`config.mk`:
```
export PLATFORM = sky130hd
export DESIGN_NAME = rtcc_time_count
export DESIGN_NICKNAME = d
export VERILOG_FILES = /design/src/rtl/rtcc_pkg.sv /design/src/rtl/rtcc_divider.sv /design/src/rtl/rtcc_time_count.sv
export SDC_FILE = /design/constraint.sdc
export NUM_CORES = 1
export LEC_CHECK = 0
export BUFFER_PORTS_ARGS = -buffer_cell sky130_fd_sc_hd__buf_2
export CAP_MARGIN = 15
export CORE_ASPECT_RATIO = 1.5
export CORE_UTILIZATION = 35
export CTS_CLUSTER_DIAMETER = 60
export DETAILED_ROUTE_END_ITERATION = 7
export GPL_TIMING_DRIVEN = 0
export PLACE_DENSITY = 0.54
export SYNTH_ARGS = -nofsm -noshare
export SYNTH_HDL_FRONTEND = slang
export SYNTH_SLANG_ARGS = --single-unit
```
`constraint.sdc`:
```
create_clock -name core_clk -period 5.65 [get_ports core_clk]
set_input_delay 0.8475 -clock core_clk [delete_from_list [all_inputs] [get_ports core_clk]]
set_output_delay 0.8475 -clock core_clk [all_outputs]
set_load 0.01 [all_outputs]
```
`src/rtl/rtcc_pkg.sv`:
```
// Package of constants for the calendar time count registers
package rtcc_pkg;
	// Register addresses in I/O space
	localparam logic [7:0] RTCC_OFS_SECONDS = 8'he0;
	localparam logic [7:0] RTCC_OFS_MINUTES = 8'he1;
	localparam logic [7:0] RTCC_OFS_HOURS = 8'he2;
	localparam logic [7:0] RTCC_OFS_WEEKDAY = 8'he3;
	localparam logic [7:0] RTCC_OFS_MONTHDAY = 8'he4;
	// Limits of each count, binary form
	localparam logic [7:0] RTCC_SEC_MAX = 8'h3b;
	localparam logic [7:0] RTCC_MIN_MAX = 8'h3b;
	localparam logic [7:0] RTCC_HOUR_MAX = 8'h17;
	localparam logic [3:0] RTCC_WDAY_MIN = 4'h1;
	localparam logic [3:0] RTCC_WDAY_MAX = 4'h7;
	localparam logic [7:0] RTCC_MDAY_MIN = 8'h01;
	localparam logic [3:0] RTCC_WDAY_RSVD = 4'h0;
	// Timebase figures
	localparam int RTCC_XTAL_HZ = 32768;
	localparam int RTCC_LINE50_HZ = 50;
	localparam int RTCC_LINE60_HZ = 60;
	localparam logic [15:0] RTCC_XTAL_DIV = 16'(RTCC_XTAL_HZ - 1);
	localparam logic [15:0] RTCC_L50_DIV = 16'(RTCC_LINE50_HZ - 1);
	localparam logic [15:0] RTCC_L60_DIV = 16'(RTCC_LINE60_HZ - 1);
	localparam logic [15:0] RTCC_DIV_RESET = 16'h0000;
	// Timebase sources
	typedef enum logic [1:0] {
		RTCC_SRC_XTAL = 2'h0,
		RTCC_SRC_LINE50 = 2'h1,
		RTCC_SRC_LINE60 = 2'h2
	} rtcc_src_t;
endpackage

```
`src/rtl/rtcc_divider.sv`:
```
// Timebase divider producing one pulse per second
module rtcc_divider (
	input wire logic core_clk,
	input wire logic reset,
	input wire logic restart,
	input wire logic run,
	input wire logic src_edge,
	input wire rtcc_pkg::rtcc_src_t src_sel,
	output logic tick
);
	import rtcc_pkg::*;

	logic [15:0] count;
	logic [15:0] next_count;
	logic next_tick;
	logic [15:0] limit;

	// Next divider phase; restart wins so each control write starts a fresh second
	always_comb begin
		limit = (src_sel == RTCC_SRC_LINE50) ? RTCC_L50_DIV :
			(src_sel == RTCC_SRC_LINE60) ? RTCC_L60_DIV : RTCC_XTAL_DIV;
		next_count = count;
		next_tick = 1'b0;
		if (restart) begin
			next_count = RTCC_DIV_RESET;
		end else if (run && src_edge) begin
			if (count >= limit) begin
				next_count = RTCC_DIV_RESET;
				next_tick = 1'b1;
			end else begin
				next_count = count + 16'h0001;
			end
		end
	end

	// Register the divider
	always_ff @(posedge core_clk) begin
		if (reset) begin
			count <= RTCC_DIV_RESET;
			tick <= 1'b0;
		end else begin
			count <= next_count;
			tick <= next_tick;
		end
	end
endmodule

```
`src/rtl/rtcc_time_count.sv`:
```
// Calendar time count registers: seconds, minutes, hours, weekday, day of month
// Behaviour
// - After power-down reset the counts are undefined until software loads them.
// - Clearing the unlock bit restarts the timebase divider from a fresh phase.
// - Unlocked: counting stops and all count registers are readable and writable.
// - Locked: counts advance and count registers are read-only.
// - Chip reset locks the block, enabling counting.
// - Chip reset leaves the count registers and weekday low nibble untouched.
// - Format select chooses pure binary or packed two-digit BCD.
// - Seconds run 0 to 59, BCD tens in [7:4], ones in [3:0].
// - Minutes run 0 to 59 in either format.
// - Hours run 0 to 23 in either format.
// - Weekday uses low nibble 1 to 7; upper nibble reads zero.
// - Day of month starts at one; BCD tens 0 to 3.
// - Count registers are I/O locations on the on-chip address and data bus.
// - Hours are kept in 24-hour form only.
// - Month-day rolls over by month length; leap years only in BCD.
// - Any control write restarts the divider; it gives one tick per second.

// Interface notes
// The control register lives outside this block; its lock bit, format bit and
// source choice arrive as levels, and ctrl_wr pulses whenever it is written.
// Month and leap-year state come from the calendar logic above the day count.
// Counts carry no reset, so a chip reset never disturbs the time of day.
// Reads are registered: data and hit appear one cycle after the read strobe.
// Lock and counting hang off one bit, so a CPU write can never race a tick.
// Binary mode never sees February 29th, so a leap year needs BCD mode.
// Values loaded out of range are not repaired until their count wraps.
module rtcc_time_count (
	input wire logic core_clk,
	input wire logic reset,
	input wire logic [7:0] io_addr,
	input wire logic [7:0] io_wdata,
	input wire logic io_wr,
	input wire logic io_rd,
	input wire logic ctrl_wr,
	input wire logic count_write_permit,
	input wire logic decimal_format_select,
	input wire rtcc_pkg::rtcc_src_t timebase_choice,
	input wire logic timebase_edge,
	input wire logic [7:0] month_count,
	input wire logic leap_year,
	output logic [7:0] io_rdata,
	output logic io_hit,
	output logic second_tick
);
	import rtcc_pkg::*;

	// ****************************************
	// Functions
	// ****************************************

	// Increment in the chosen format; returns wrap value past max
	function automatic logic [7:0] step(input logic [7:0] v, input logic [7:0] maxb,
		input logic [7:0] wrapv, input logic bcd);
		logic [7:0] r;
		r = 8'h00;
		if (bcd) begin
			// Compare against the limit in BCD so both formats share one table
			if (v == bin2bcd(maxb)) begin
				r = wrapv;
			end else if (v[3:0] >= 4'h9) begin
				// Ones digit rolls over and carries into the tens digit
				r = {v[7:4] + 4'h1, 4'h0};
			end else begin
				r = v + 8'h01;
			end
		end else begin
			// A value past the limit also wraps, so a bad load heals itself
			r = (v >= maxb) ? wrapv : v + 8'h01;
		end
		return r;
	endfunction

	// True for the five count addresses; used by the write decode only, the read mux compares each address
	function automatic logic is_count_addr(input logic [7:0] a);
		logic r;
		r = 1'b0;
		if (a >= RTCC_OFS_SECONDS && a <= RTCC_OFS_MONTHDAY) begin
			r = 1'b1;
		end
		return r;
	endfunction

	// Weekday steps 1..7; a stray value outside that range is pulled back to one
	function automatic logic [3:0] wday_step(input logic [3:0] w);
		logic [3:0] r;
		r = RTCC_WDAY_MIN;
		if (w >= RTCC_WDAY_MIN && w < RTCC_WDAY_MAX) begin
			r = w + 4'h1;
		end
		return r;
	endfunction

	// Convert a binary limit below 100 to packed BCD
	function automatic logic [7:0] bin2bcd(input logic [7:0] b);
		logic [7:0] t;
		logic [7:0] o;
		t = b / 8'd10;
		o = b % 8'd10;
		return {t[3:0], o[3:0]};
	endfunction

	// Days in the current month; month count is in the chosen format
	function automatic logic [7:0] month_days(input logic [7:0] m, input logic bcd,
		input logic leap);
		logic [7:0] mb;
		logic [7:0] d;
		mb = m;
		if (bcd) begin
			// Widen the tens digit first so the product keeps all its bits
			mb = ({4'h0, m[7:4]} * 8'd10) + {4'h0, m[3:0]};
		end
		d = 8'd31;
		if (mb == 8'd4 || mb == 8'd6 || mb == 8'd9 || mb == 8'd11) begin
			d = 8'd30;
		end else if (mb == 8'd2) begin
			d = (bcd && leap) ? 8'd29 : 8'd28;
		end
		return d;
	endfunction

	// ****************************************
	// State
	// ****************************************

	// Counts have no reset so a chip reset keeps the time (and undefined after power-up)
	logic [7:0] seconds_count;
	logic [7:0] minutes_count;
	logic [7:0] hours_count;
	logic [3:0] weekday_value;
	logic [7:0] monthday_count;
	logic [7:0] next_seconds;
	logic [7:0] next_minutes;
	logic [7:0] next_hours;
	logic [3:0] next_weekday;
	logic [7:0] next_monthday;
	logic [7:0] next_rdata;
	logic next_hit;
	logic permit_q;
	logic restart;
	logic tick;
	logic unlocked;
	logic count_en;
	logic sec_wrap;
	logic min_wrap;
	logic hour_wrap;

	// ****************************************
	// Lock control
	// ****************************************

	// Locked after reset: permit is only honoured once the block has seen it
	always_ff @(posedge core_clk) begin
		if (reset) begin
			permit_q <= 1'b0;
		end else begin
			permit_q <= count_write_permit;
		end
	end

	assign unlocked = permit_q;
	assign count_en = ~permit_q;
	// Falling permit or any control write restarts the divider
	assign restart = ctrl_wr | (permit_q & ~count_write_permit);

	rtcc_divider u_divider (
		.core_clk(core_clk),
		.reset(reset),
		.restart(restart),
		.run(count_en),
		.src_edge(timebase_edge),
		.src_sel(timebase_choice),
		.tick(tick)
	);

	// ****************************************
	// Counting and CPU writes
	// ****************************************

	// Next counts: CPU writes when unlocked, carry chain when locked.
	// Both branches hang off the registered lock bit, so they never overlap;
	// the carry chain looks at the freshly stepped values, which lets one
	// tick ripple from seconds all the way to the day of month.
	always_comb begin
		logic [7:0] mdays;
		mdays = month_days(month_count, decimal_format_select, leap_year);
		sec_wrap = 1'b0;
		min_wrap = 1'b0;
		hour_wrap = 1'b0;
		next_seconds = seconds_count;
		next_minutes = minutes_count;
		next_hours = hours_count;
		next_weekday = weekday_value;
		next_monthday = monthday_count;
		if (unlocked && io_wr && is_count_addr(io_addr)) begin
			// Locked writes fall through unchanged, so they are dropped
			if (io_addr == RTCC_OFS_SECONDS) begin
				next_seconds = io_wdata;
			end else if (io_addr == RTCC_OFS_MINUTES) begin
				next_minutes = io_wdata;
			end else if (io_addr == RTCC_OFS_HOURS) begin
				next_hours = io_wdata;
			end else if (io_addr == RTCC_OFS_WEEKDAY) begin
				next_weekday = io_wdata[3:0];
			end else if (io_addr == RTCC_OFS_MONTHDAY) begin
				next_monthday = io_wdata;
			end
		end else if (count_en && tick) begin
			next_seconds = step(seconds_count, RTCC_SEC_MAX, 8'h00,
				decimal_format_select);
			// A wrap of each count is the carry into the next one up
			sec_wrap = (next_seconds == 8'h00);
			if (sec_wrap) begin
				next_minutes = step(minutes_count, RTCC_MIN_MAX, 8'h00,
					decimal_format_select);
				min_wrap = (next_minutes == 8'h00);
				if (min_wrap) begin
					// 24-hour wrap, no morning/afternoon flag
					next_hours = step(hours_count, RTCC_HOUR_MAX, 8'h00,
						decimal_format_select);
					hour_wrap = (next_hours == 8'h00);
					if (hour_wrap) begin
						next_weekday = wday_step(weekday_value);
						next_monthday = step(monthday_count, mdays, RTCC_MDAY_MIN,
							decimal_format_select);
					end
				end
			end
		end
	end

	// Counts carry no reset term, so a chip reset leaves them as they were.
	// The price is unknown values after power-up; software must load them
	// before the first lock, or the carry chain counts from garbage.
	always_ff @(posedge core_clk) begin
		seconds_count <= next_seconds;
		minutes_count <= next_minutes;
		hours_count <= next_hours;
		weekday_value <= next_weekday;
		monthday_count <= next_monthday;
	end

	// ****************************************
	// CPU reads
	// ****************************************

	// Read mux over the I/O addresses of the counts.
	// Reads are allowed in both lock states; an unmapped address answers
	// with zero data and no hit, so a shared bus can tell who replied.
	always_comb begin
		next_rdata = 8'h00;
		next_hit = 1'b0;
		if (io_rd) begin
			if (io_addr == RTCC_OFS_SECONDS) begin
				next_rdata = seconds_count;
				next_hit = 1'b1;
			end else if (io_addr == RTCC_OFS_MINUTES) begin
				next_rdata = minutes_count;
				next_hit = 1'b1;
			end else if (io_addr == RTCC_OFS_HOURS) begin
				next_rdata = hours_count;
				next_hit = 1'b1;
			end else if (io_addr == RTCC_OFS_WEEKDAY) begin
				next_rdata = {RTCC_WDAY_RSVD, weekday_value};
				next_hit = 1'b1;
			end else if (io_addr == RTCC_OFS_MONTHDAY) begin
				next_rdata = monthday_count;
				next_hit = 1'b1;
			end
		end
	end

	// Registered read data and tick out
	always_ff @(posedge core_clk) begin
		if (reset) begin
			io_rdata <= 8'h00;
			io_hit <= 1'b0;
			second_tick <= 1'b0;
		end else begin
			io_rdata <= next_rdata;
			io_hit <= next_hit;
			second_tick <= count_en & tick;
		end
	end
endmodule

```
==> results of run 1 <==
-- stage by stage --
step                      hold slack, ns  utilization (%)
after global placement             0.487             38.9
after CTS                          0.505             41.1
after floorplan                    0.447                -
after detailed placement           0.487             38.9
final                              0.503             41.2
after global routing               0.537             41.2
-- layout by cell type, fill, tap and decap left out, types with 4 or more instances in the layout --
cell type,netlist,final
nand3_1,25,25
nor2b_1,9,9
mux2i_1,4,4
inv_1,27,27
a21o_1,12,12
nand2_1,48,48
o31ai_1,4,4
nor3_1,7,7
and3_1,8,8
nand2b_1,6,6
a211oi_1,11,11
ha_1,47,47
and2_1,5,5
edfxtp_1,36,36
a222oi_1,4,4
a22oi_1,5,5
clkbuf_1,8,10
xnor2_1,16,16
or3_1,6,6
a31oi_1,9,9
dfxtp_1,28,28
buf_2,8,52
xor2_1,18,18
clkbuf_16,0,11
a21oi_1,28,28
o21ai_0,39,39
nor2_1,57,57
nand4_1,8,8
-- layer usage --
metal / track usage (%) / vias to the layer above
li1: - / 2182
met1: 22.7 / 2175
met2: 36.6 / 133
met3: 3.20 / 33
met4: 10.1 / 0
met5: 0 / -
-- power by group through the flow --
stage               sequential [W]  clock (W)  combinational, W
detailed placement        0.000501          0          0.000104
finish                    0.000491   0.000569          0.000104
global placement          0.000501          0          0.000101
global route              0.000491   0.000598          0.000117
floorplan                 0.000501          0         0.0000673
CTS                       0.000491   0.000581          0.000104
-- sequential cells by signal, indices dropped and copies added (netlist names) --
register,cells
monthday_count,8
u_divider.tick,1
second_tick,1
u_divider.count,16
weekday_value,4
io_hit,1
hours_count,8
seconds_count,8
io_rdata,8
permit_q,1
minutes_count,8
-- cells by family (layout without fill, tap and decap cells) --
kind of cell,after synthesis,count (layout),synth area share [%]
DFF,64,64,32.9
buffers and inverters,49,109,4.46
AOI/OAI and AO/OA,152,152,21.4
adders and majority gates,49,49,12.6
and+or+nand+nor,206,206,21.2
xor gates and xnor gates,35,35,6.29
muxes,6,6,1.25
-- area by class of cell --
| cell class | instances | area (sq um) |
|---|---|---|
| buffer | 22 | 121 |
| clock buffer | 14 | 297 |
| clock inverter | 2 | 10.0 |
| fill | 1420 | 8230 |
| inverter | 27 | 101 |
| multi-input combinational | 448 | 3130 |
| sequential | 64 | 1640 |
| tap | 192 | 240 |
| timing repair buffer | 44 | 220 |
-- worst min-delay path by stage --
stage,cells past startpoint,slack [ns],endpoint
3_3_place_gp,2,0.49,u_divider.count[15]$_SDFFE_PP0P_
4_1_cts,2,0.50,u_divider.count[15]$_SDFFE_PP0P_
6_report,2,0.50,u_divider.count[15]$_SDFFE_PP0P_
3_5_place_dp,2,0.49,u_divider.count[15]$_SDFFE_PP0P_
2_1_floorplan,2,0.45,second_tick$_SDFF_PP0_
5_1_grt,2,0.54,u_divider.count[15]$_SDFFE_PP0P_
-- synthesized netlist by cell type (2+ instances only) --
master	instances	area [sq um]
nor2_1	57	214
nand2_1	48	180
ha_1	47	588
o21ai_0	39	195
edfxtp_1	36	1080
a21oi_1	28	140
dfxtp_1	28	561
inv_1	27	101
nand3_1	25	125
xor2_1	18	158
xnor2_1	16	140
a21o_1	12	90.1
a211oi_1	11	82.6
a31oi_1	9	56.3
nor2b_1	9	56.3
and3_1	8	50.1
buf_2	8	40.0
clkbuf_1	8	30.0
nand4_1	8	50.1
nor3_1	7	35.0
nand2b_1	6	37.5
or3_1	6	37.5
a22oi_1	5	37.5
and2_1	5	31.3
a222oi_1	4	40.0
mux2i_1	4	40.0
o31ai_1	4	30.0
a41oi_1	3	26.3
and4_1	3	26.3
nor3b_1	3	22.5
o21ai_1	3	15.0
o21bai_1	3	22.5
o22ai_1	3	18.8
or2_2	3	18.8
a21bo_2	2	20.0
and3_2	2	15.0
buf_1	2	7.51
buf_6	2	22.5
fa_1	2	40.0
mux2_2	2	22.5
nand4b_1	2	17.5
nor4_1	2	12.5
o211ai_1	2	15.0
or3b_1	2	17.5
-- worst register-to-register path: cells and delay by family (launching register included) --
family	cells	cell delay (ns)
buffers and inverters	1	0.12
AO/OA/AOI/OAI	5	1.01
flip-flops	1	0.49
adder cells (fa/ha/maj)	1	0.14
AND/OR/NAND/NOR	2	1.05
==> results.py, run 1 <==
metrics = {
    "status": {
        "run_status": "completed",
    },
    "sta": {
        "layout_setup_ws_ns": 0.794,
        "rsz0062_at_grt": "no",
        "clock.fmax_mhz": 206,
        "fin_worst_skew_ns": 0.00656,
        "setup_violations": 0,
        "tns_ns": 0,
        "worstMarginPinSlew_ns": 1.06,
        "hold_viol": 0,
        "period_share_pct": 86.0,
        "slew_headroom_pct": 28.2,
        "drv_slew": 0,
        "period_minus_slack_ns": 4.86,
    },
    "route": {
        "drt-initial-drc-count": 325,
        "met1Wirelength_microns": 5730,
        "via_count": 4523,
        "wl_met3_microns": 653,
        "postRouteAntennaNets": 0,
        "wire_per_inst_microns": 17.6,
        "avgViaCountPerCell": 5.56,
        "drc_errors": 0,
        "routed_wl_microns": 14300,
        "top_layer_used": "met4",
        "wl_met2_microns": 7330,
        "dr.pass1.iters": 5,
    },
    "critical_path": {
        "cp_slowest_cell": "a2111oi_2",
        "critical_path.startpoint_type": "primary input",
        "reg2reg_to": "monthday_count[0]$_DFFE_PP_",
        "endpoint": "monthday_count[1]$_DFFE_PP_",
        "slowest_delay_ns": 0.62,
        "crit_required_ns": 5.71,
        "path_depth": 15,
        "cp-startpoint": "month_count[5]",
        "crit_type": "primary input to register",
        "worst-path-max-fanout": 5,
        "crit_top_cell": "ha_1",
        "r2r_start": "hours_count[0]$_DFFE_PP_",
        "crit_buf_inv": 1,
        "path_cells": "buf_2, ha_1, ha_1, fa_1, or3_1, a211oi_1, a41oi_1, a22oi_2, o21ai_0, ha_1, nand3_1, a2111oi_2, nand2_1, o211ai_4, o211ai_1",
        "reg2reg_slack_ns": 2.47,
        "endpoint_kind": "register",
        "crit_family": "compound AO/OA/AOI/OAI gates",
        "reg2regPathDepth": 9,
        "crit_arrival_ns": 4.91,
    },
    "global_route": {
        "antenna_found_initial": 0,
        "grtUsageTotal_pct": 20.2,
        "grt_max_degree": 12,
        "grt_overflow": 0,
        "grt_pass1_wl_microns": 23000,
        "grt_pass1_vias": 4415,
    },
    "placed_design": {
        "io_buffers": 43,
        "dpl_worst_slack_ns": 0.476,
        "dpl.hpwl_microns": 11100,
        "gp_congestion": 0.868,
        "placed_area_sq_um": 5450,
        "numPlacedInstances": 796,
    },
    "synth": {
        "ys_seq_elements": 64,
        "synthCells": 561,
        "yosys_warnings": 0,
        "yosysSeqAreaShare_pct": 32.9,
        "synth_edf_count": 36,
        "yosys_most_used_dff": "edfxtp_1",
        "async_reset_ff_share_pct": 0,
        "synth_nets": 645,
        "netlist_area_sq_um": 4990,
        "ys_types": 81,
        "syn_avg_cell_area_sq_um": 8.90,
    },
    "cells_and_area": {
        "instances_no_fill": 813,
        "drive_above_1_share_pct": 15.9,
        "n_antenna_cell": 0,
        "area_growth_syn_to_layout_pct": 15.4,
        "final_area_sq_um": 5760,
        "num-nets-final": 700,
    },
    "pwr": {
        "p_leak_nw": 2.39,
        "swShare_pct": 23.1,
        "ir_worst_vdd_v": 0.000143,
        "intPower_w": 0.000895,
        "total_power_w": 0.00116,
        "clockPowerShare_pct": 48.9,
        "pwr-share-comb_pct": 8.9,
        "p_seq_share_pct": 42.2,
        "power.density_nw_per_um2": 202,
        "p_switching_w": 0.000269,
    },
    "cts": {
        "clkTransAtPathRegs_ns": 0.05,
        "postCtsSetupBuffers": 0,
        "cts-root-buf": "clkbuf_16",
        "htreeDepth": 3,
        "cts_inserted_buffers": 9,
        "clock_sinks": 64,
        "clockBufferDepth": 2,
        "ctsResizeCount": 0,
        "postCtsHoldBufs": 0,
        "insertion_delay_ns": 0.33,
        "cts_tree": "done",
    },
    "hold_path": {
        "min_from": "u_divider.count[15]$_SDFFE_PP0P_",
        "worstHoldPathType": "register to register",
    },
    "die": {
        "die_h_microns": 148,
        "rows": 53,
        "ioPinCount": 45,
        "dieArea_sq_um": 14800,
        "coreArea_sq_um": 14000,
        "start_util_pct": 35.7,
        "dieWidth_microns": 99.5,
    },
    "flow_run": {
        "cap_violations": 0,
    },
}
Power figures use the tool's default switching activity.
==> run 2: changes to the inputs <==
SYNTH_HIERARCHICAL = 1   (was default)
==> run 2 against run 1 <==
Final area grew 2.3%. Die area is 3.0% higher. Combinational power barely moved. Via count rose by 2.3%. Sequential power is essentially flat. Non-clock buffer count up 1. Clock skew down 0.00088 ns. Clock power rose by 1%. Fmax up 3.1%. Critical path depth up 1. Count of clock-buffer cells in the layout is 5 lower.
==> results.py, run 2 <==
metrics = {
    "die": {
        "dieWidth_microns": 101,
        "start_util_pct": 36.2,
        "die_h_microns": 150,
        "rows": 53,
        "dieArea_sq_um": 15200,
        "ioPinCount": 45,
        "coreArea_sq_um": 14200,
    },
    "synth": {
        "ys_seq_elements": 64,
        "async_reset_ff_share_pct": 0,
        "synth_nets": 671,
        "synth_common_cells": "74 x nand2_1, 47 x ha_1, 37 x a21oi_1",
        "synth_most_common_cell": "nand2_1",
        "synth_compound_area_share_pct": 20.0,
        "synth_top_family_by_area": "simple AND/OR/NAND/NOR gates",
        "yosys_most_used_dff": "edfxtp_1",
        "netlist_area_sq_um": 5140,
        "synth_simple_gate_area_share_pct": 24.7,
        "yosysSeqAreaShare_pct": 31.9,
        "synth.area.mux_share_pct": 0.973,
        "synth_area_leader_cell": "edfxtp_1",
        "yosys-top-cells-area": "edfxtp_1 21%, ha_1 11%, dfxtp_1 11%, nand2_1 5.4%, a21oi_1 3.6%",
        "synth_top_area_share_pct": 21.0,
        "synth_fa_ha_area_share_pct": 12.2,
        "synth_edf_count": 36,
        "yosys_warnings": 6,
        "syn_avg_cell_area_sq_um": 8.76,
        "ys_types": 79,
        "yosys.area_share.xor_xnor_pct": 5.45,
        "synthCells": 587,
    },
    "route": {
        "drt-initial-drc-count": 261,
        "postRouteAntennaNets": 0,
        "wire_per_inst_microns": 17.6,
        "drc_errors": 0,
        "via_count": 4626,
        "dr.pass1.iters": 5,
        "avgViaCountPerCell": 5.51,
        "routed_wl_microns": 14800,
    },
    "cts": {
        "cts_tree": "done",
        "cts_inserted_buffers": 9,
        "insertion_delay_ns": 0.35,
        "cts-root-buf": "clkbuf_16",
        "ctsResizeCount": 0,
        "clkTransAtPathRegs_ns": 0.06,
        "postCtsSetupBuffers": 0,
        "clockBufferDepth": 2,
        "postCtsHoldBufs": 0,
        "clock_sinks": 64,
        "htreeDepth": 3,
    },
    "critical_path": {
        "reg2regPathDepth": 8,
        "r2r_start": "hours_count[1]$_DFFE_PP_",
        "worst-path-max-fanout": 4,
        "crit_arrival_ns": 4.80,
        "critical_path.startpoint_type": "primary input",
        "reg2reg_to": "monthday_count[6]$_DFFE_PP_",
        "reg2reg_slack_ns": 2.26,
        "endpoint_kind": "register",
        "crit_type": "primary input to register",
        "crit_required_ns": 5.74,
    },
    "sta": {
        "clock.fmax_mhz": 212,
        "slew_headroom_pct": 38.9,
        "period_share_pct": 83.3,
        "setup_violations": 0,
        "timing.hold.ws_ns": 0.497,
        "drv_slew": 0,
        "fin_worst_skew_ns": 0.00568,
        "rsz0062_at_grt": "no",
        "period_minus_slack_ns": 4.71,
        "worstMarginPinSlew_ns": 0.917,
        "hold_viol": 0,
        "tns_ns": 0,
        "layout_setup_ws_ns": 0.941,
    },
    "cells_and_area": {
        "fillers": 1465,
        "num-nets-final": 725,
        "final_area_sq_um": 5890,
        "largest_register_ffs": 16,
        "layout_common_cells": "74 x nand2_1, 53 x buf_2, 47 x ha_1",
        "seq_area_sq_um": 1640,
        "multiInputGateArea_sq_um": 3260,
        "top_register": "u_divider/count",
        "area_growth_syn_to_layout_pct": 14.6,
        "final_common_cell": "nand2_1",
        "instances_no_fill": 839,
        "drive_above_1_share_pct": 16.7,
    },
    "placed_design": {
        "gp_congestion": 0.867,
        "io_buffers": 43,
        "dpl.hpwl_microns": 11400,
        "placed_area_sq_um": 5600,
        "numPlacedInstances": 822,
        "dpl_worst_slack_ns": 0.559,
    },
    "global_route": {
        "grt_pass1_vias": 4493,
        "grt_max_degree": 13,
        "antenna_found_initial": 0,
        "grt_overflow": 0,
        "grt_pass1_wl_microns": 23100,
        "grtUsageTotal_pct": 20.3,
    },
    "hold_path": {
        "hold_end": "u_divider/count[1]$_SDFFE_PP0P_",
        "hold_depth": 2,
        "worstHoldPathType": "register to register",
        "min_from": "u_divider/count[1]$_SDFFE_PP0P_",
    },
    "pwr": {
        "p_leak_nw": 2.38,
        "ir_worst_vdd_v": 0.000151,
        "power.density_nw_per_um2": 198,
    },
    "flow_run": {
        "cap_violations": 0,
    },
    "status": {
        "run_status": "completed",
    },
}
[run 2: cell count changes in the layout (fill, tap and decap cells not counted), sizes merged, moves of 6 or more]
cell and delta:
o211ai +6, a21o -6, nor3 +13, a21oi +10, o21ai -7, a211oi -6
nor2 -22, nand2 +26, inv +9, a22oi +6
[run 2: cell families after synthesis]
logic type	Yosys count
and+or+nand+nor	229
muxes	5
adders and majority gates	49
DFF	64
AOI/OAI and AO/OA	152
buffers and inverters	56
xor gates and xnor gates	32
[run 2: how the worst max path moves through the flow]
stage                                        to  depth (start not counted)      startpoint
finish              monthday_count[0]$_DFFE_PP_                         16  month_count[5]
detailed placement  monthday_count[0]$_DFFE_PP_                         16  month_count[5]
global route        monthday_count[0]$_DFFE_PP_                         16  month_count[5]
global placement    monthday_count[0]$_DFFE_PP_                         16  month_count[5]
floorplan           monthday_count[0]$_DFFE_PP_                         15  month_count[5]
CTS                 monthday_count[0]$_DFFE_PP_                         16  month_count[5]
[run 2: power by group]
group          switching [W]  total (W)  internal, W
clock               0.000235   0.000577     0.000342
combinational      0.0000599   0.000101    0.0000407
sequential       0.000000775   0.000490     0.000489
total               0.000295    0.00117     0.000872
[run 2: stage by stage]
stage               util [%]  total power (W)
floorplan                  -         0.000567
global placement        39.4         0.000598
detailed placement      39.4         0.000602
CTS                     41.5          0.00118
global route            41.5          0.00120
finish                  41.5          0.00117
[run 2: final cells by class]
cell class              count  area share, %
well taps                 192           4.08
clock inverters             7           1.15
clock buffers               9           3.82
repair buffers             43           3.65
diodes                      1         0.0425
flip-flops and latches     64           27.9
multi-input cells         467           55.3
inverters                  32           2.04
plain buffers              24           2.06
[run 2: worst max-delay path, cell delays in order]
cell and delay [ns]:
buf_2 0.13, ha_1 0.30, ha_1 0.23, fa_1 0.38
xor2_1 0.21, nor4_1 0.27, o211ai_1 0.18, a221oi_2 0.51
o21ai_0 0.23, ha_1 0.33, nand4_1 0.11, inv_1 0.06
and3_1 0.19, a21oi_1 0.31, nand2_1 0.18, a221o_1 0.36
[run 2: per-layer routing]
metal / up-vias / track usage (%) / share of wire, %
met5: - / 0 / 0
met4: 0 / 11.0 / 4.1
met3: 39 / 3.30 / 4.0
met2: 129 / 38.6 / 54
met1: 2194 / 20.9 / 38
li1: 2264 / - / -
==> run 3: changes to the inputs <==
ABC_AREA = 1   (was default)
PLACE_DENSITY = 0.53   (was 0.54)
clock period = 4.63 ns   (was 5.65 ns; I/O delays follow)
==> run 3 against run 2 <==
Final area increased by 6.3%. Sequential power rose by 22%. Register-to-register slack worse by 0.53 ns. Area after synthesis up 6.1%. Total power is 31% higher. Critical path depth rose by 8. Core utilization decreased by 0.14 points. Setup slack worse by 0.33 ns. Wire length rose by 4.1%. Hold slack improved by 0.022 ns. Critical path type unchanged. Largest power group unchanged. Highest routed layer unchanged.
==> results.py, run 3 <==
metrics = {
    "status": {
        "run_status": "completed",
    },
    "critical_path": {
        "crit_type": "primary input to register",
        "path_cells": "buf_2, ha_1, ha_1, fa_1, nand2_1, nor2_1, nand2_1, a21oi_1, nor2_1, nor2_4, nand3_2, a21oi_1, a31oi_1, ha_1, inv_1, a21boi_0, o211ai_1, nand3_1, nor2_1, inv_1, or2_2, nand2_1, nand2_1, nand2_1",
        "worst-path-max-fanout": 4,
        "crit_arrival_ns": 4.22,
        "r2r_start": "hours_count[4]$_DFFE_PP_",
        "critical_path.startpoint_type": "primary input",
        "endpoint_kind": "register",
        "cp_slowest_cell": "fa_1",
        "reg2regPathDepth": 12,
        "reg2reg_slack_ns": 1.73,
        "crit_top_cell": "nand2_1",
        "slowest_delay_ns": 0.57,
        "crit_required_ns": 4.84,
        "reg2reg_to": "monthday_count[7]$_DFFE_PP_",
    },
    "route": {
        "drc_errors": 0,
        "avgViaCountPerCell": 5.02,
        "wire_per_inst_microns": 15.0,
        "routed_wl_microns": 15400,
        "drt-initial-drc-count": 269,
        "via_count": 5155,
        "postRouteAntennaNets": 0,
        "dr.pass1.iters": 5,
    },
    "sta": {
        "setup_violations": 0,
        "period_minus_slack_ns": 4.02,
        "slew_headroom_pct": 47.4,
        "fin_worst_skew_ns": 0.00846,
        "clock.fmax_mhz": 249,
        "tns_ns": 0,
        "rsz0062_at_grt": "no",
        "hold_viol": 0,
        "worstMarginPinSlew_ns": 0.786,
        "timing.hold.ws_ns": 0.519,
        "drv_slew": 0,
        "period_share_pct": 86.8,
    },
    "synth": {
        "synth_most_common_cell": "nand2_1",
        "synthCells": 767,
        "yosysSeqAreaShare_pct": 30.1,
        "synth_area_leader_cell": "edfxtp_1",
        "yosys_warnings": 6,
        "synth_edf_count": 36,
        "yosys_most_used_dff": "edfxtp_1",
        "synth_nets": 851,
        "ys_types": 50,
        "async_reset_ff_share_pct": 0,
        "ys_seq_elements": 64,
        "syn_avg_cell_area_sq_um": 7.11,
        "synth_common_cells": "193 x nand2_1, 95 x inv_1, 81 x nor2_1",
        "netlist_area_sq_um": 5450,
        "synth_top_area_share_pct": 19.8,
        "yosys-top-cells-area": "edfxtp_1 20%, nand2_1 13%, ha_1 11%, dfxtp_1 10%, inv_1 6.5%",
    },
    "cts": {
        "cts_tree": "done",
        "postCtsSetupBuffers": 0,
        "htreeDepth": 3,
        "cts-root-buf": "clkbuf_16",
        "cts_inserted_buffers": 9,
        "clock_sinks": 64,
        "postCtsHoldBufs": 0,
        "clkTransAtPathRegs_ns": 0.06,
        "insertion_delay_ns": 0.34,
        "ctsResizeCount": 0,
        "clockBufferDepth": 2,
    },
    "placed_design": {
        "placed_area_sq_um": 5920,
        "io_buffers": 44,
        "gp_congestion": 0.891,
        "dpl.hpwl_microns": 12500,
    },
    "global_route": {
        "grt_max_degree": 12,
        "grt_overflow": 0,
        "antenna_found_initial": 0,
        "grt_pass1_wl_microns": 24900,
        "grt_pass1_vias": 4970,
        "grtUsageTotal_pct": 19.9,
    },
    "cells_and_area": {
        "top_register": "u_divider/count",
        "seq_area_sq_um": 1640,
        "num-nets-final": 907,
        "final_area_sq_um": 6270,
        "layout_common_cells": "193 x nand2_1, 95 x inv_1, 81 x nor2_1",
        "n_antenna_cell": 0,
        "largest_register_ffs": 16,
        "fillers": 1676,
        "final_common_cell": "nand2_1",
        "area_growth_syn_to_layout_pct": 14.9,
        "drive_above_1_share_pct": 16.7,
        "post-route-util_pct": 41.4,
        "multiInputGateArea_sq_um": 3320,
    },
    "hold_path": {
        "worstHoldPathType": "register to register",
        "hold_depth": 2,
        "min_from": "u_divider/tick$_SDFF_PP0_",
        "hold_end": "second_tick$_SDFF_PP0_",
    },
    "pwr": {
        "ir_worst_vdd_v": 0.000153,
        "intPower_w": 0.00118,
        "power.density_nw_per_um2": 245,
        "p_switching_w": 0.000356,
        "clockPowerShare_pct": 51.3,
        "p_seq_share_pct": 39.1,
        "p_leak_nw": 3.00,
        "total_power_w": 0.00153,
        "pwr-share-comb_pct": 9.7,
        "swShare_pct": 23.2,
    },
    "flow_run": {
        "cap_violations": 0,
    },
    "die": {
        "start_util_pct": 36.0,
        "rows": 55,
        "dieArea_sq_um": 16100,
        "ioPinCount": 45,
        "dieWidth_microns": 104,
        "coreArea_sq_um": 15100,
        "die_h_microns": 155,
    },
}
run 3: cell types whose count changed after synthesis, moves of 11 or more:
cell     delta
nand2_1   +119
inv_1      +64
nor2_1     +47
nand3_1    +41
a21oi_1    -16
inv_2      +15
a22oi_1    -12
nor2_2     +12
nor3_2     -11
o21ai_0    +11
run 3: critical path: cells and delay by family:
| kind | cells | cell delay, ns |
|---|---|---|
| AND/OR/NAND/NOR | 12 | 1.33 |
| adder cells (fa/ha/maj) | 4 | 1.39 |
| AO/OA/AOI/OAI | 5 | 0.53 |
| buffers and inverters | 3 | 0.28 |
run 3: stage by stage:
| stage | setup slack (ns) | std cells |
|---|---|---|
| 6_report | 0.611 | 1027 |
| 5_1_grt | 0.284 | 1027 |
| 4_1_cts | 0.563 | 1026 |
| 3_5_place_dp | 0.213 | 1010 |
| 3_3_place_gp | 0.211 | 1010 |
| 2_1_floorplan | 0.765 | 767 |
run 3: layout make-up:
cell class,instances,area share (%)
Timing Repair Buffer,45,3.63
Tap cell,199,3.97
Inverter,111,6.65
Clock inverter,6,1.70
Sequential cell,64,26.2
Multi-Input combinational cell,582,53.0
Clock buffer,10,3.65
Buffer,10,1.24
run 3: how the worst max path moves through the flow:
stage                    from                          end  depth (start not counted)
2_1_floorplan  month_count[5]  monthday_count[6]$_DFFE_PP_                         23
5_1_grt        month_count[5]  monthday_count[6]$_DFFE_PP_                         24
4_1_cts        month_count[5]  monthday_count[6]$_DFFE_PP_                         25
3_3_place_gp   month_count[5]  monthday_count[6]$_DFFE_PP_                         24
6_report       month_count[5]  monthday_count[6]$_DFFE_PP_                         24
3_5_place_dp   month_count[5]  monthday_count[6]$_DFFE_PP_                         24
run 3: power by group through the flow:
stage               combinational [W]  sequential [W]  clock, W
detailed placement           0.000150        0.000611         0
global route                 0.000170        0.000599  0.000815
global placement             0.000149        0.000611         0
CTS                          0.000151        0.000599  0.000794
floorplan                    0.000101        0.000611         0
finish                       0.000148        0.000599  0.000786
run 3: layer usage:
metal / part of all wire (%) / track usage, % / wire (microns)
met5: 0 / 0 / 0
met4: 4.0 / 9.59 / 614
met3: 3.0 / 2.56 / 459
met2: 53 / 39.1 / 8220
met1: 40 / 20.5 / 6120
run 3: logic make-up (layout without fill, tap and decap cells):
group | after synthesis | in the layout | synth area share, %
AND/OR/NAND/NOR | 416 | 416 | 35.4
adder cells (fa/ha/maj) | 49 | 49 | 11.5
flip-flops | 64 | 64 | 30.1
buffers and inverters | 121 | 182 | 9.06
multiplexers | 1 | 1 | 0.206
AO/OA/AOI/OAI | 95 | 95 | 10.2
XOR/XNOR | 21 | 21 | 3.51
